**src/pkg/spm_gpio_consts.vh**
```
// Constants for the shared pin mux and general-purpose port block.
//
// Behaviour
// - Every shared pin except port C pin 1 has its own select bit, direction bit and data bit.
// - With the port selected, a direction bit of 0 makes the pin an input and 1 an output.
// - An input pin reads back its sampled level and an output pin is driven by its data bit.
// - Data and direction bits act on a pin only while the port function is selected on it.
// - Select A bits 0 to 3 at 1 route port A pins to analog inputs 0, 1, 9 and 8.
// - Select A bits 8 to 15 at 1 give the PWM, timer compare, timer direction and clock pins.
// - Select B bit 0 gives the ADC start input and bits 4 to 7 give the capture inputs.
// - Select B bits 2 and 3 are inverted: 1 gives port C bits 2 and 3, 0 the flag and branch.
// - Port C pin 1 ignores select B bit 1 and follows the clock output selector.
// - Selector 00 gives port C bit 1, 01 watchdog, 10 system and 11 CPU clock.
// - In each port register the data bit of pin n is bit n and its direction bit n plus 8.
// - The registers decode at 7090h, 7092h, 7098h, 709Ah and 709Ch.
// - The registers are read and written by plain processor data accesses.
// - Both select registers are fully read/write, reserved bits included, and reset to 0.
// - Every port direction and data bit resets to 0, so each pin starts as input except C2 and C3, with their peripheral, and C1 when the selector is not 00.
`ifndef SPM_GPIO_CONSTS_VH
`define SPM_GPIO_CONSTS_VH

`define SPM_ADDR_SELECT_A 16'h7090
`define SPM_ADDR_SELECT_B 16'h7092
`define SPM_ADDR_PORT_A 16'h7098
`define SPM_ADDR_PORT_B 16'h709a
`define SPM_ADDR_PORT_C 16'h709c

`define SPM_RESET_SELECT 16'h0000
`define SPM_RESET_PORT 16'h0000
`define SPM_RDATA_NONE 16'h0000

`define SPM_PORT_A_MASK 16'h0f0f
`define SPM_DIR_POS 8
`define SPM_PORT_B_SEL_POS 8

`define SPM_PIN_C1 13
`define SPM_CLKSEL_PORT 2'b00
`define SPM_CLKSEL_WATCHDOG 2'b01
`define SPM_CLKSEL_SYSTEM 2'b10
`define SPM_CLKSEL_CPU 2'b11

`endif

```
**src/design/spm_pin_cell.v**
```verilog
// One shared pin: chooses between the port bit and the peripheral.
`timescale 1ns/100ps
module spm_pin_cell
(
    input wire i_port_sel,
    input wire i_dir,
    input wire i_data,
    input wire i_per_out,
    input wire i_per_oe,
    output reg o_pin_out,
    output reg o_pin_oe_n
);

////////////////////////////////////////////////////////////////////////////////
// Output value and enable of the pin.
always @*
begin
    if (i_port_sel)
    begin
        o_pin_out = i_data;
        o_pin_oe_n = ~i_dir;
    end
    else
    begin
        o_pin_out = i_per_out;
        o_pin_oe_n = ~i_per_oe;
    end
end

endmodule // spm_pin_cell

```
**src/design/spm_gpio.v**
```verilog
// Shared pin multiplexer and general-purpose ports A, B and C.
`timescale 1ns/100ps
`include "spm_gpio_consts.vh"
module spm_gpio
#(
    parameter NUM_A = 4,
    parameter NUM_B = 8,
    parameter NUM_C = 8
)
(
    input wire i_clock,
    input wire i_rst_n,
    input wire [15:0] i_addr,
    input wire [15:0] i_wdata,
    input wire i_wr_en,
    input wire i_rd_en,
    output wire [15:0] o_rdata,
    input wire [1:0] i_clock_output_selector,
    input wire i_watchdog_clock,
    input wire i_system_clock,
    input wire i_cpu_clock,
    input wire [NUM_A-1:0] i_port_a_pin,
    output wire [NUM_A-1:0] o_port_a_pin,
    output wire [NUM_A-1:0] o_port_a_oe_n,
    input wire [NUM_B-1:0] i_port_b_pin,
    output wire [NUM_B-1:0] o_port_b_pin,
    output wire [NUM_B-1:0] o_port_b_oe_n,
    input wire [NUM_C-1:0] i_port_c_pin,
    output wire [NUM_C-1:0] o_port_c_pin,
    output wire [NUM_C-1:0] o_port_c_oe_n,
    input wire [NUM_A-1:0] i_per_a_out,
    input wire [NUM_A-1:0] i_per_a_oe,
    output wire [NUM_A-1:0] o_per_a_in,
    input wire [NUM_B-1:0] i_per_b_out,
    input wire [NUM_B-1:0] i_per_b_oe,
    output wire [NUM_B-1:0] o_per_b_in,
    input wire [NUM_C-1:0] i_per_c_out,
    input wire [NUM_C-1:0] i_per_c_oe,
    output wire [NUM_C-1:0] o_per_c_in
);

localparam NUM_PINS = NUM_A + NUM_B + NUM_C;
localparam NUM_SYNC = NUM_PINS + 3;
localparam BASE_B = NUM_A;
localparam BASE_C = NUM_A + NUM_B;

////////////////////////////////////////////////////////////////////////////////
// Register state.
reg [15:0] pin_select_a_ff;
reg [15:0] nxt_pin_select_a;
reg [15:0] pin_select_b_ff;
reg [15:0] nxt_pin_select_b;
reg [15:0] port_a_data_direction_ff;
reg [15:0] nxt_port_a_data_direction;
reg [15:0] port_b_data_direction_ff;
reg [15:0] nxt_port_b_data_direction;
reg [15:0] port_c_data_direction_ff;
reg [15:0] nxt_port_c_data_direction;
reg [15:0] rdata_ff;
reg [15:0] nxt_rdata;

////////////////////////////////////////////////////////////////////////////////
// Synchronisers and pin output flops.
reg [NUM_SYNC-1:0] sync1_ff;
reg [NUM_SYNC-1:0] sync2_ff;
reg [NUM_PINS-1:0] pin_out_ff;
reg [NUM_PINS-1:0] pin_oe_n_ff;

wire [NUM_SYNC-1:0] raw_in;
wire [NUM_PINS-1:0] pin_level;
wire watchdog_clock_sync;
wire system_clock_sync;
wire cpu_clock_sync;

////////////////////////////////////////////////////////////////////////////////
// Per-pin control vectors.
wire [NUM_PINS-1:0] port_sel;
wire [NUM_PINS-1:0] dir_bits;
wire [NUM_PINS-1:0] data_bits;
wire [NUM_PINS-1:0] per_out;
wire [NUM_PINS-1:0] per_oe;
wire [NUM_PINS-1:0] nxt_pin_out;
wire [NUM_PINS-1:0] nxt_pin_oe_n;
wire [NUM_PINS-1:0] read_bits;
reg clock_out_value;
wire clock_out_on;

////////////////////////////////////////////////////////////////////////////////
// Address decode.
wire hit_select_a;
wire hit_select_b;
wire hit_port_a;
wire hit_port_b;
wire hit_port_c;

assign hit_select_a = (i_addr == `SPM_ADDR_SELECT_A);
assign hit_select_b = (i_addr == `SPM_ADDR_SELECT_B);
assign hit_port_a = (i_addr == `SPM_ADDR_PORT_A);
assign hit_port_b = (i_addr == `SPM_ADDR_PORT_B);
assign hit_port_c = (i_addr == `SPM_ADDR_PORT_C);

////////////////////////////////////////////////////////////////////////////////
// Register writes by the processor.
// Writes to unmapped addresses change nothing.
always @*
begin
    nxt_pin_select_a = pin_select_a_ff;
    nxt_pin_select_b = pin_select_b_ff;
    nxt_port_a_data_direction = port_a_data_direction_ff;
    nxt_port_b_data_direction = port_b_data_direction_ff;
    nxt_port_c_data_direction = port_c_data_direction_ff;
    if (i_wr_en)
    begin
        if (hit_select_a)
        begin
            nxt_pin_select_a = i_wdata;
        end
        if (hit_select_b)
        begin
            nxt_pin_select_b = i_wdata;
        end
        // Port A keeps only its four data bits and four direction bits.
        if (hit_port_a)
        begin
            nxt_port_a_data_direction = i_wdata & `SPM_PORT_A_MASK;
        end
        if (hit_port_b)
        begin
            nxt_port_b_data_direction = i_wdata;
        end
        if (hit_port_c)
        begin
            nxt_port_c_data_direction = i_wdata;
        end
    end
end

always @(posedge i_clock or negedge i_rst_n)
begin
    if (!i_rst_n)
    begin
        pin_select_a_ff <= `SPM_RESET_SELECT;
        pin_select_b_ff <= `SPM_RESET_SELECT;
        port_a_data_direction_ff <= `SPM_RESET_PORT;
        port_b_data_direction_ff <= `SPM_RESET_PORT;
        port_c_data_direction_ff <= `SPM_RESET_PORT;
    end
    else
    begin
        pin_select_a_ff <= nxt_pin_select_a;
        pin_select_b_ff <= nxt_pin_select_b;
        port_a_data_direction_ff <= nxt_port_a_data_direction;
        port_b_data_direction_ff <= nxt_port_b_data_direction;
        port_c_data_direction_ff <= nxt_port_c_data_direction;
    end
end

////////////////////////////////////////////////////////////////////////////////
// Two-flop synchronisers for pin levels and the three clocks.
// Only the second flop of each pair is read by any logic.
assign raw_in = {i_cpu_clock, i_system_clock, i_watchdog_clock,
                 i_port_c_pin, i_port_b_pin, i_port_a_pin};

always @(posedge i_clock or negedge i_rst_n)
begin
    if (!i_rst_n)
    begin
        sync1_ff <= {NUM_SYNC{1'b0}};
        sync2_ff <= {NUM_SYNC{1'b0}};
    end
    else
    begin
        sync1_ff <= raw_in;
        sync2_ff <= sync1_ff;
    end
end

assign pin_level = sync2_ff[NUM_PINS-1:0];
assign watchdog_clock_sync = sync2_ff[NUM_PINS];
assign system_clock_sync = sync2_ff[NUM_PINS+1];
assign cpu_clock_sync = sync2_ff[NUM_PINS+2];

////////////////////////////////////////////////////////////////////////////////
// Port selection per pin.
assign port_sel[BASE_B-1:0] = ~pin_select_a_ff[NUM_A-1:0];
assign port_sel[BASE_C-1:BASE_B] =
    ~pin_select_a_ff[`SPM_PORT_B_SEL_POS+NUM_B-1:`SPM_PORT_B_SEL_POS];
assign port_sel[BASE_C] = ~pin_select_b_ff[0];
// Select B bit 1 is stored but steers no pin.
assign port_sel[`SPM_PIN_C1] = ~clock_out_on;
// Pins C2 and C3 use inverted select bits and so come up owned by their peripheral.
assign port_sel[BASE_C+2] = pin_select_b_ff[2];
assign port_sel[BASE_C+3] = pin_select_b_ff[3];
assign port_sel[NUM_PINS-1:BASE_C+4] = ~pin_select_b_ff[NUM_C-1:4];

////////////////////////////////////////////////////////////////////////////////
// Clock output selection on port C pin 1.
// The clocks are sampled on this clock, so a source faster than half its rate aliases.
assign clock_out_on = (i_clock_output_selector != `SPM_CLKSEL_PORT);

always @*
begin
    case (i_clock_output_selector)
        `SPM_CLKSEL_WATCHDOG:
        begin
            clock_out_value = watchdog_clock_sync;
        end
        `SPM_CLKSEL_SYSTEM:
        begin
            clock_out_value = system_clock_sync;
        end
        `SPM_CLKSEL_CPU:
        begin
            clock_out_value = cpu_clock_sync;
        end
        default:
        begin
            clock_out_value = 1'b0;
        end
    endcase
end

////////////////////////////////////////////////////////////////////////////////
// Direction, data and peripheral vectors.
assign dir_bits = {port_c_data_direction_ff[`SPM_DIR_POS+NUM_C-1:`SPM_DIR_POS],
                   port_b_data_direction_ff[`SPM_DIR_POS+NUM_B-1:`SPM_DIR_POS],
                   port_a_data_direction_ff[`SPM_DIR_POS+NUM_A-1:`SPM_DIR_POS]};
assign data_bits = {port_c_data_direction_ff[NUM_C-1:0],
                    port_b_data_direction_ff[NUM_B-1:0],
                    port_a_data_direction_ff[NUM_A-1:0]};

// Pin C1 takes no peripheral drive: it carries the clock output whenever one is chosen.
assign per_out[BASE_C-1:0] = {i_per_b_out, i_per_a_out};
assign per_out[BASE_C] = i_per_c_out[0];
assign per_out[`SPM_PIN_C1] = clock_out_value;
assign per_out[NUM_PINS-1:`SPM_PIN_C1+1] = i_per_c_out[NUM_C-1:2];
assign per_oe[BASE_C-1:0] = {i_per_b_oe, i_per_a_oe};
assign per_oe[BASE_C] = i_per_c_oe[0];
assign per_oe[`SPM_PIN_C1] = 1'b1;
assign per_oe[NUM_PINS-1:`SPM_PIN_C1+1] = i_per_c_oe[NUM_C-1:2];

////////////////////////////////////////////////////////////////////////////////
// One pin cell per shared pin.
// An output pin reads back its data bit and an input pin its synchronised level.
genvar gi;
generate
    for (gi = 0; gi < NUM_PINS; gi = gi + 1)
    begin : g_pin
        spm_pin_cell u_cell
        (
            .i_port_sel(port_sel[gi]),
            .i_dir(dir_bits[gi]),
            .i_data(data_bits[gi]),
            .i_per_out(per_out[gi]),
            .i_per_oe(per_oe[gi]),
            .o_pin_out(nxt_pin_out[gi]),
            .o_pin_oe_n(nxt_pin_oe_n[gi])
        );
        assign read_bits[gi] = dir_bits[gi] ? data_bits[gi] : pin_level[gi];
    end
endgenerate

////////////////////////////////////////////////////////////////////////////////
// Registered pin drive.
// Flops keep decode glitches off the pads and give every pin the same delay.
always @(posedge i_clock or negedge i_rst_n)
begin
    if (!i_rst_n)
    begin
        pin_out_ff <= {NUM_PINS{1'b0}};
        pin_oe_n_ff <= {NUM_PINS{1'b1}};
    end
    else
    begin
        pin_out_ff <= nxt_pin_out;
        pin_oe_n_ff <= nxt_pin_oe_n;
    end
end

assign o_port_a_pin = pin_out_ff[BASE_B-1:0];
assign o_port_a_oe_n = pin_oe_n_ff[BASE_B-1:0];
assign o_port_b_pin = pin_out_ff[BASE_C-1:BASE_B];
assign o_port_b_oe_n = pin_oe_n_ff[BASE_C-1:BASE_B];
assign o_port_c_pin = pin_out_ff[NUM_PINS-1:BASE_C];
assign o_port_c_oe_n = pin_oe_n_ff[NUM_PINS-1:BASE_C];

// Peripherals always see the sampled pin level.
assign o_per_a_in = pin_level[BASE_B-1:0];
assign o_per_b_in = pin_level[BASE_C-1:BASE_B];
assign o_per_c_in = pin_level[NUM_PINS-1:BASE_C];

////////////////////////////////////////////////////////////////////////////////
// Register reads.
// Unmapped reads return zero, and read data stands until the next read strobe.
always @*
begin
    nxt_rdata = rdata_ff;
    if (i_rd_en)
    begin
        if (hit_select_a)
        begin
            nxt_rdata = pin_select_a_ff;
        end
        else if (hit_select_b)
        begin
            nxt_rdata = pin_select_b_ff;
        end
        else if (hit_port_a)
        begin
            nxt_rdata = {port_a_data_direction_ff[15:NUM_A],
                         read_bits[BASE_B-1:0]};
        end
        else if (hit_port_b)
        begin
            nxt_rdata = {port_b_data_direction_ff[15:NUM_B],
                         read_bits[BASE_C-1:BASE_B]};
        end
        else if (hit_port_c)
        begin
            nxt_rdata = {port_c_data_direction_ff[15:NUM_C],
                         read_bits[NUM_PINS-1:BASE_C]};
        end
        else
        begin
            nxt_rdata = `SPM_RDATA_NONE;
        end
    end
end

always @(posedge i_clock or negedge i_rst_n)
begin
    if (!i_rst_n)
    begin
        rdata_ff <= `SPM_RDATA_NONE;
    end
    else
    begin
        rdata_ff <= nxt_rdata;
    end
end

assign o_rdata = rdata_ff;

endmodule // spm_gpio

```
**config.mk**
```make
export PLATFORM = sky130hd
export DESIGN_NAME = spm_gpio
export DESIGN_NICKNAME = d
export VERILOG_FILES = /design/src/design/spm_pin_cell.v /design/src/design/spm_gpio.v
export VERILOG_INCLUDE_DIRS = /design/src /design/src/pkg
export SDC_FILE = /design/constraint.sdc
export NUM_CORES = 1
export LEC_CHECK = 0
export BUFFER_PORTS_ARGS = -buffer_cell sky130_fd_sc_hd__buf_2
export CAP_MARGIN = 30
export CORE_MARGIN = 2
export CORE_UTILIZATION = 33
export DETAILED_ROUTE_END_ITERATION = 8
export PLACE_DENSITY = 0.57
export SLEW_MARGIN = 25
export SYNTH_ARGS = -nofsm -noshare
export SYNTH_HDL_FRONTEND = slang
export SYNTH_SLANG_ARGS = --single-unit
```
**constraint.sdc**
```tcl
create_clock -name i_clock -period 1.3 [get_ports i_clock]
set_clock_uncertainty 0.05 [all_clocks]
set_input_delay 0.195 -clock i_clock [delete_from_list [all_inputs] [get_ports i_clock]]
set_output_delay 0.195 -clock i_clock [all_outputs]
set_load 0.05 [all_outputs]
```
==> summary.md, run 1 <==
| Metric | Value |
|---|---|
| Status | complete, but fails checks |
| Failing checks | negative setup slack |
| Initial Utilization | 33.53% |
| Number of global-route vias before repair | 5527 |
| Worst-path clk slew | 60 ps |
| Final setup viols | 82 |
| P_sw | 2852 µW |
| Synthesized area | 7025 µm² |
| CP arrival | 1710 ps |
| Core ar. | 20960 µm² |
| Post-Syn Nets | 571 |
| GP Congestion | 0.8124 |
| Initial antenna violation count | 0 |
| Total GRT Usage | 17.94% |
| First-pass GRT wire length | 30340 µm |
| CTS root buf | clkbuf_16 |
| Layout Cells excl Fill | 1051 |
| Max-cap check violation count | 0 |
| Logic pwr share | 10.2% |
| Most frequent cells in the layout | dfrtp_1 (154), buf_2 (110), buf_4 (79) |
| Die ar. | 22470 µm² |
| GRT overflow | 0 |
| Drt pass-1 iters | 4 |
| Slew headroom | 69.07% |
| Pin slew with the least headroom to its limit | 464.0 ps |
| Count of final hold-check violations | 0 |
| Power share of the clock group | 43.6% |
| Seq/Total Area, Yosys | 62.33% |
| Avg Vias per Cell | 4.725 |
| Antenna cells | 0 |
| Syn-to-layout area delta | 47.80% |
| Post-DP HPWL | 13530 µm |
| Routed WL | 19220 µm |
| DRC Markers | 0 |
| Req. time, crit path | 1560 ps |
| Total placed cells including tap cells | 942 |
| IO buf count | 174 |
| Number of CTS-inserted buffers | 17 |
| PwrDens | 1167 nW/µm² |
| H-tree levels | 4 |
| Via count | 4966 |
| Share of cells above drive strength 1 | 51.80% |
| Final Cycle Share | 111.8% |
| Fmax | 687.8 MHz |
| Starting DRT DRC Count | 265 |
| Die Y | 149.9 µm |
| Most common cell after layout, fill and taps aside | dfrtp_1 |
| CP Capture Type | flip-flop |
| Bufs on Longest Clock Path | 2 |
| Placed Instance Area | 8562 µm² |
| IO Count | 177 |
| Mean routed wirelength per cell | 18.29 µm |
| Power, Total | 12120 µW |
| Worst-path maximum fanout | 12 |
| Final instance area | 10380 µm² |
| Pint | 9269 µW |
| Final worst slack | -154.0 ps |
| Hold WC Path Type | in -> reg |
| #FFs+latches synth | 174 |
| Worst-skew pair later-pin latency | 430 ps |
| Switch share | 23.53% |
| CP Launch Type | primary input |
| FF+latch area | 4379 µm² |
| Layout Nets | 864 |
| Row count | 53 |
| CTS Sinks | 174 |
| Remaining antenna violation count after routing | 0 |
| Reg power frac | 46.3% |
| Slew Viols, Final | 0 |
| RSZ-0062 raised after global routing | yes |
| Die W | 149.9 µm |
| Crit Path Class | in -> reg |
| Peak supply drop | 786.7 µV |
| LEAKAGE | 0.004974 µW |
| Distinct cell type count after synthesis | 36 |
| Largest net degree at the start of global routing | 41 |
| Tmin final | 1454 ps |
| Yosys Warn Count | 0 |
| Area taken by multi-input logic gates | 2447 µm² |
| Filler instances | 1853 |
| CTS tree | done |
| Place WS | -614.3 ps |
| Synth Area per Inst | 14.95 µm² |
| Post-Syn Instances | 470 |
## flip-flops by register name (all words and copies together) (netlist names)
name                      cells
sync1_ff                     23
sync2_ff                     23
pin_oe_n_ff                  20
pin_out_ff                   20
o_rdata                      16
pin_select_a_ff              16
pin_select_b_ff              16
port_b_data_direction_ff     16
port_c_data_direction_ff     16
port_a_data_direction_ff      8
## power groups by stage
stage | Clock, µW | Combinational, µW | Sequential (µW)
final | 5280 | 1230 | 5610
after global placement | 0 | 969 | 5690
after CTS | 5390 | 1220 | 5600
after global routing | 5640 | 1320 | 5620
after detailed placement | 0 | 985 | 5700
after floorplan | 0 | 337 | 5840
## worst max-delay path, stage by stage
cell     delay, ps
buf_6          100
nor4b_4        360
buf_4          170
and4_4         290
nand3_4        120
buf_12         180
mux2_4         300
## metrics by stage
step / setup TNS (ps) / utilization [%] / hold slack [ps]
2_1_floorplan: -23100 / - / -150.6
3_3_place_gp: -43210 / 40.86 / 96.28
3_5_place_dp: -47280 / 40.86 / 101.5
4_1_cts: -6847 / 49.12 / 26.04
5_1_grt: -11390 / 49.55 / 29.33
6_report: -7278 / 49.55 / 40.67
## synthesized netlist by cell type
library cell / instances / share of area, %
a21oi_1: 35 / 2.5
a22o_1: 4 / 0.50
and3_1: 2 / 0.18
and4_1: 1 / 0.12
and4b_1: 1 / 0.14
buf_2: 5 / 0.36
buf_4: 21 / 2.2
buf_6: 3 / 0.48
clkbuf_1: 8 / 0.43
dfrtp_1: 154 / 55
dfstp_2: 20 / 7.5
inv_1: 10 / 0.53
mux2_1: 12 / 1.9
mux2_2: 67 / 11
mux2_4: 20 / 4.3
mux2i_1: 35 / 5.0
mux4_2: 1 / 0.32
nand2_1: 4 / 0.21
nand2b_1: 2 / 0.18
nand3_1: 3 / 0.21
nand3_4: 3 / 0.75
nand4_1: 2 / 0.18
nand4_2: 2 / 0.36
nor2_1: 4 / 0.21
nor2b_1: 11 / 0.98
nor3_1: 1 / 0.071
nor3_2: 1 / 0.14
nor3b_4: 1 / 0.27
nor4b_2: 1 / 0.21
nor4b_4: 2 / 0.68
o211ai_1: 1 / 0.11
o21ai_0: 3 / 0.21
o221a_2: 5 / 0.80
o221ai_1: 4 / 0.50
o22ai_1: 20 / 1.8
or2_2: 1 / 0.089
## logic make-up (layout without fill, tap and decap cells)
logic type | count (synthesis) | count (layout) | share of synthesized area [%]
multiplexers | 135 | 135 | 22.24
AND/OR/NAND/NOR | 42 | 42 | 4.986
flip-flops | 174 | 174 | 62.33
AO/OA/AOI/OAI | 72 | 72 | 6.393
buffers and inverters | 47 | 353 | 4.043
## path summary, 6_finish.rpt
kind                            slack [ps]                      endpoint  cells after the start                    startpoint
worst max-delay path                  -150  port_c_data_direction_ff[13]                      7                     i_addr[6]
worst min-delay path                    40           pin_select_a_ff[11]                      2                   i_wdata[11]
worst max register to register         -30                    o_rdata[2]                      4  port_c_data_direction_ff[10]
worst min register to register         300                   sync2_ff[9]                      0                   sync1_ff[9]
max in group asynchronous              390               pin_oe_n_ff[17]                      3                       i_rst_n
min in group asynchronous              210                pin_out_ff[11]                      2                       i_rst_n
## per-layer routing
metal | track usage [%] | part of all wire [%]
met2 | 28.47 | 47
met3 | 4.238 | 5.3
met5 | 0 | 0
met1 | 23.99 | 46
met4 | 6.509 | 2.2
## layout make-up
class,count,share of cell area [%]
tap,275,3.314
clock inverter,8,1.253
timing repair buffer,311,24.69
inverter,10,0.3615
multi-input combinational,249,23.57
clock buffer,24,4.639
sequential,174,42.17
## timing repair
action / 4_1_cts / 5_1_grt
gates cloned: 0 / 0
resized for setup: 119 / 19
pin swaps: 4 / 7
endpoints found under the hold margin: 122 / 0
hold buffers: 73 / 0
buffers inserted: 2 / 2
setup endpoints to repair: 139 / 111
No activity file was read; power rests on OpenSTA's default activity.
==> run 2: changes to the inputs <==
--- a/config.mk
+++ b/config.mk
@@ -15,4 +15,5 @@
 export SLEW_MARGIN = 25
 export SYNTH_ARGS = -nofsm -noshare
 export SYNTH_HDL_FRONTEND = slang
+export SYNTH_HIERARCHICAL = 1
 export SYNTH_SLANG_ARGS = --single-unit
==> summary.md, run 2 <==
| Metric | Value |
|---|---|
| Reg power frac | 46.5% (+0.2 points) |
| Seq/Total Area, Yosys | 60.90% (-1.4 points) |
| Highest-delay cell along the critical path | or4_4 |
| H-tree levels | 4 (unchanged) |
| Most frequent cell after synthesis | dfrtp_1 |
| Power share of the clock group | 42.3% (-1.3 points) |
| CP Launch Type | primary input |
| Syn-to-layout area delta | 52.31% |
| Layout Cells excl Fill | 1084 (+3.1%) |
| Post-DP HPWL | 14020 µm (+3.6%) |
| Worst-path clk slew | 70 ps (about the same) |
| Slew Viols, Final | 0 (unchanged) |
| CP arrival | 1780 ps (+70 ps) |
| Initial Utilization | 33.26% (-0.27 points) |
| Post-synth top flop | dfrtp_1 |
| Starting DRT DRC Count | 229 (-14%) |
| GRT overflow | 0 (unchanged) |
| Synth area leaders | dfrtp_1 (54%), mux2_2 (12%), dfstp_2 (7.3%) |
| Status | complete, but fails checks |
| Failing checks | negative setup slack |
| Fmax | 651.1 MHz (-5.3%) |
| Bufs on Longest Clock Path | 2 (unchanged) |
| Slowest Stage Delay on Critical Path | 580 ps (+220 ps) |
| Number of CTS-inserted buffers | 17 (unchanged) |
| Final Cycle Share | 118.1% (+6.3 points) |
| Row count | 54 (+1.9%) |
| Synth Area per Inst | 14.18 µm² (-5.1%) |
| Worst-path maximum fanout | 4 (-8) |
| Crit Path Class | in -> reg |
| Final worst slack | -235.7 ps (-81.74 ps) |
| Share of cells above drive strength 1 | 54.85% (+3.0 points) |
| Crit path cell chain | buf_6, or3_4, buf_4, or4_4, o32ai_2, a31oi_1 |
| DRC Markers | 0 (unchanged) |
| Power, Total | 12080 µW (-0.33%) |
| PwrDens | 1103 nW/µm² (-5.5%) |
| Switch share | 24.82% (+1.3 points) |
| CP Capture Type | flip-flop |
| Pint | 9082 µW (-2.0%) |
| Routed WL | 20410 µm (+6.2%) |
| Synthesized area | 7191 µm² (+2.4%) |
| Distinct cell type count after synthesis | 46 (+28%) |
| Initial antenna violation count | 0 (unchanged) |
| Max-cap check violation count | 0 (unchanged) |
| Pin slew with the least headroom to its limit | 555.1 ps (+91.09 ps) |
| Mean routed wirelength per cell | 18.83 µm (+3.0%) |
| #FFs+latches synth | 174 (unchanged) |
| Most frequent cells after synthesis | dfrtp_1 (154), mux2_2 (79), mux2i_1 (35), nand2_1 (31), buf_4 (24) |
| Req. time, crit path | 1540 ps (-20 ps) |
| Final setup viols | 109 (+33%) |
| Die W | 151.6 µm (+1.1%) |
| CTS Sinks | 174 (unchanged) |
| CTS tree | done |
| Share of the synthesized area in the top cell type | 53.59% (-1.3 points) |
| Post-Syn Instances | 507 (+7.9%) |
| First-pass GRT wire length | 31350 µm (+3.3%) |
| Slew headroom | 62.91% (-6.2 points) |
| Core ar. | 21620 µm² (+3.2%) |
| Layout Nets | 893 (+3.4%) |
| Most frequent cells in the layout | dfrtp_1 (153), buf_2 (105), dlygate4sd3_1 (63) |
| Reg2reg start | port_b_data_direction_ff[15] |
| Async SR Flop Fraction | 100.0% (unchanged) |
| Peak supply drop | 704.4 µV (-10%) |
| Hold WC Path Type | in -> reg |
| CTS root buf | clkbuf_16 |
| Hold_sp | i_clock_output_selector[0] |
| RSZ-0062 raised after global routing | yes |
| Largest registers | sync1_ff x23, sync2_ff x23 |
| Count of final hold-check violations | 0 (unchanged) |
| GP Congestion | 0.8840 (+8.8%) |
| Yosys Warn Count | 6 (+6) |
| IO Count | 177 (unchanged) |
| Avg Vias per Cell | 4.863 (+2.9%) |
| Worst setup path start | i_addr[11] |
| Number of flops mapped to enable cells by yosys | 0 (unchanged) |
| Drt pass-1 iters | 4 (unchanged) |
| Via count | 5271 (+6.1%) |
| Cell taking the most area after synthesis | dfrtp_1 |
| Die ar. | 22990 µm² (+2.3%) |
| P_sw | 2998 µW (+5.1%) |
| Most common cell after layout, fill and taps aside | dfrtp_1 |
| Logic pwr share | 11.2% (+1.0 points) |
| Total GRT Usage | 18.30% (+0.36 points) |
| Largest net degree at the start of global routing | 33 (-20%) |
| Die Y | 151.6 µm (+1.1%) |
| R2R Setup Slk | 50 ps (+80 ps) |
| Antenna cells | 0 (unchanged) |
| IO buf count | 174 (unchanged) |
| Worst-skew pair later-pin latency | 430 ps (about the same) |
| LEAKAGE | 0.005268 µW (+5.9%) |
| Number of global-route vias before repair | 5582 (+1.0%) |
| Total placed cells including tap cells | 976 (+3.6%) |
| Tmin final | 1536 ps (+81.74 ps) |
| Post-Syn Nets | 608 (+6.5%) |
| Remaining antenna violation count after routing | 0 (unchanged) |
run 2: repair_timing:
| action | CTS | global route |
|---|---|---|
| setup buffers | 4 | 8 |
| hold endpoints to repair | 215 | 0 |
| setup endpoints to repair | 140 | 139 |
| hold buffers | 63 | 0 |
| pin swaps | 8 | 15 |
| cloned | 2 | 0 |
| resized for setup | 145 | 70 |
run 2: logic make-up (layout without fill, tap and decap cells):
group,Yosys count,count (layout),share of synthesized area (%)
buffers and inverters,59,355,4.820
AND/OR/NAND/NOR,70,71,6.073
flip-flops,174,174,60.90
multiplexers,137,137,21.89
AO/OA/AOI/OAI,66,66,6.264
other,1,1,0.05215
run 2: cell type report:
class	count	area [µm²]
clock buffers	19	452.9
flip-flops and latches	174	4380
repair buffers	306	2650
multi-input cells	275	2917
fillers	1868	10670
inverters	18	67.56
clock inverters	12	133.9
well taps	280	350.3
run 2: power groups by stage:
| stage | Clock [µW] | Combinational (µW) | Sequential (µW) |
|---|---|---|---|
| floorplan | 0 | 360 | 5840 |
| global placement | 0 | 995 | 5690 |
| detailed placement | 0 | 1010 | 5700 |
| CTS | 5220 | 1260 | 5610 |
| global route | 5500 | 1440 | 5620 |
| finish | 5120 | 1350 | 5620 |
run 2: final timing paths:
kind,depth (start not counted),endpoint
worst max register to register,4,o_rdata[7]
worst min register to register,0,sync2_ff[14]
worst max-delay path,6,o_rdata[6]
worst min-delay path,3,pin_oe_n_ff[13]
min in group asynchronous,2,sync1_ff[15]
max in group asynchronous,3,pin_oe_n_ff[15]
run 2: critical path, delay by kind of cell:
family / cells / cell delay [ps]
compound gates: 2 / 330
simple gates: 2 / 1000
buf+inv: 2 / 240
run 2: layer usage:
| layer | GRT usage (%) | vias up | routed length (µm) |
|---|---|---|---|
| met5 | 0 | - | 0 |
| met4 | 6.157 | 0 | 307 |
| met3 | 5.299 | 23 | 1341 |
| met2 | 29.03 | 186 | 9881 |
| met1 | 24.13 | 2676 | 8881 |
| li1 | - | 2386 | - |
run 2: metrics by stage:
step           setup TNS [ps]  utilization, %  hold WS, ps  worst slack, ps  instance area [µm²]
5_1_grt                -18720           50.65        10.02           -239.0                10950
2_1_floorplan          -43120               -       -150.6           -619.4                 7368
4_1_cts                -16020           48.99        2.571           -221.0                10590
3_5_place_dp           -53860           40.61        80.38           -706.2                 8781
3_3_place_gp           -51140           40.61        81.62           -663.0                 8781
6_report               -16700           50.65        16.36           -235.7                10950
==> run 3: changes to the inputs <==
==> constraint.sdc (replaced) <==
create_clock -name i_clock -period 1.3 [get_ports i_clock]
set_clock_uncertainty 0.05 [all_clocks]
set_input_delay 0.26 -clock i_clock [delete_from_list [all_inputs] [get_ports i_clock]]
set_output_delay 0.26 -clock i_clock [all_outputs]
set_load 0.05 [all_outputs]
==> summary.md, run 3 (synthesized netlist as in run 2, its figures left out) <==
| Metric | Value |
|---|---|
| Routed WL | 20410 µm (about the same) |
| Final instance area | 11070 µm² (+1.1%) |
| Req. time, crit path | 1560 ps (+20 ps) |
| GRT overflow | 0 (unchanged) |
| Most common cell after layout, fill and taps aside | dfrtp_1 |
| Worst-path clk slew | 70 ps (about the same) |
| First-pass GRT wire length | 31040 µm (-1.0%) |
| Total placed cells including tap cells | 977 (+0.10%) |
| Hold Path End | pin_out_ff[3] |
| CP Capture Type | flip-flop |
| Total GRT Usage | 17.98% (-0.33 points) |
| Bufs on Longest Clock Path | 2 (unchanged) |
| Hold_sp | i_per_a_out[3] |
| Pin slew with the least headroom to its limit | 535.6 ps (-19.51 ps) |
| Layout Nets | 899 (+0.67%) |
| Largest net degree at the start of global routing | 46 (+39%) |
| Slew headroom | 64.21% (+1.3 points) |
| Power, Total | 12600 µW (+4.3%) |
| Final Cycle Share | 123.9% (+5.7 points) |
| Failing checks | negative setup slack |
| Mean routed wirelength per cell | 18.71 µm (-0.65%) |
| CP arrival | 1870 ps (+90 ps) |
| R2r endpoint | o_rdata[6] |
| Initial Utilization | 33.26% (unchanged) |
| Reg2Reg Depth | 5 (+1) |
| Antenna cells | 0 (unchanged) |
| Die ar. | 22990 µm² (unchanged) |
| Count of final hold-check violations | 0 (unchanged) |
| Core ar. | 21620 µm² (unchanged) |
| Via count | 5237 (-0.65%) |
| Reg2reg start | sync2_ff[10] |
| RSZ-0062 raised after global routing | yes |
| Largest registers | sync1_ff x23, sync2_ff x23 |
| Tmin final | 1610 ps (+74.63 ps) |
| R2R Setup Slk | 30 ps (-20 ps) |
| Layout Utilization | 51.21% (+0.56 points) |
| Placed Instance Area | 8788 µm² (about the same) |
| Syn-to-layout area delta | 53.98% |
| Remaining antenna violation count after routing | 0 (unchanged) |
| Most frequent cells in the layout | dfrtp_1 (154), buf_2 (93), buf_4 (77) |
| Drt pass-1 iters | 4 (unchanged) |
| Status | complete, but fails checks |
| Slew Viols, Final | 0 (unchanged) |
| Die Y | 151.6 µm (unchanged) |
| Row count | 54 (unchanged) |
| DRC Markers | 0 (unchanged) |
| CTS tree | done |
| Layout Cells excl Fill | 1091 (+0.65%) |
| Number of global-route vias before repair | 5701 (+2.1%) |
| Number of CTS-inserted buffers | 17 (unchanged) |
| Max-cap check violation count | 0 (unchanged) |
| Initial antenna violation count | 0 (unchanged) |
| H-tree levels | 4 (unchanged) |
| Share of cells above drive strength 1 | 56.72% (+1.9 points) |
| IO Count | 177 (unchanged) |
| Starting DRT DRC Count | 261 (+14%) |
| Crit Path Class | in -> reg |
| Fmax | 621.0 MHz (-4.6%) |
| Worst-path maximum fanout | 8 (+4) |
| CTS Sinks | 174 (unchanged) |
| CTS root buf | clkbuf_16 |
| PwrDens | 1138 nW/µm² (+3.1%) |
| IO buf count | 174 (unchanged) |
| GP Congestion | 0.8653 (-2.1%) |
| Peak supply drop | 862.6 µV (+22%) |
| Die W | 151.6 µm (unchanged) |
| CP Launch Type | primary input |
| Post-DP HPWL | 14010 µm (about the same) |
| Final setup viols | 120 (+10%) |
| Cells on Worst Hold Path | 2 (-1) |
| LEAKAGE | 0.005337 µW (+1.3%) |
| Worst-skew pair later-pin latency | 420 ps (about the same) |
| Avg Vias per Cell | 4.800 (-1.3%) |
| Final worst slack | -310.4 ps (-74.63 ps) |
| Hold WC Path Type | in -> reg |
## run 3: cell types whose count changed in the layout (fill, tap and decap cells not counted), moves of 10 or more
cell | previous run | this run
buf_2 | 105 | 93
buf_4 | 57 | 77
buf_6 | 38 | 63
clkbuf_4 | 10 | 0
dlygate4sd3_1 | 63 | 47
## run 3: routing by layer
metal	wire (µm)	global-route usage, %	part of all wire, %	vias up
li1	-	-	-	2393
met1	8986	23.55	44	2636
met2	9872	29.46	48	188
met4	265	4.861	1.3	0
met3	1286	4.940	6.3	20
met5	0	0	0	-
## run 3: layout make-up
class,instances,area (µm²)
inverters,18,67.56
clock inverters,13,202.7
flip-flops and latches,174,4379
clock buffers,19,452.9
fillers,1848,10550
repair buffers,312,2754
well taps,280,350.3
multi-input cells,275,2865
## run 3: through the flow
stage | hold slack (ps) | setup TNS, ps | setup WS [ps]
5_1_grt | 1.851 | -31100 | -349.1
6_report | 16.09 | -26870 | -310.4
2_1_floorplan | -85.59 | -48840 | -684.4
4_1_cts | 1.150 | -25940 | -289.5
3_3_place_gp | 185.7 | -57200 | -738.8
3_5_place_dp | 201.8 | -61670 | -788.6
## run 3: critical path: stages
cell and delay, ps:
buf_6 90, or3_4 420, nor3_4 310, buf_4 180, nand4_4 120, buf_8 190
mux2_4 300
## run 3: what timing repair did
item / in CTS / in global routing
hold buffers: 47 / 0
cloned: 1 / 0
setup endpoints to repair: 164 / 161
pin swaps: 7 / 14
gates resized for setup: 202 / 37
setup buffers: 26 / 8
endpoints found under the hold margin: 70 / 0
## run 3: report_power, final
group | switching, µW | internal [µW] | leakage [µW]
logic | 750 | 620 | 0.00279
registers | 73.6 | 5540 | 0.00223
clock network | 2240 | 3370 | 0.000321
## run 3: how the worst max path moves through the flow
stage,from,endpoint
3_5_place_dp,i_addr[9],pin_select_a_ff[1]
2_1_floorplan,i_addr[9],o_rdata[12]
4_1_cts,i_addr[11],pin_select_b_ff[10]
3_3_place_gp,i_addr[10],o_rdata[2]
5_1_grt,i_addr[11],pin_select_b_ff[9]
6_report,i_addr[11],port_b_data_direction_ff[1]
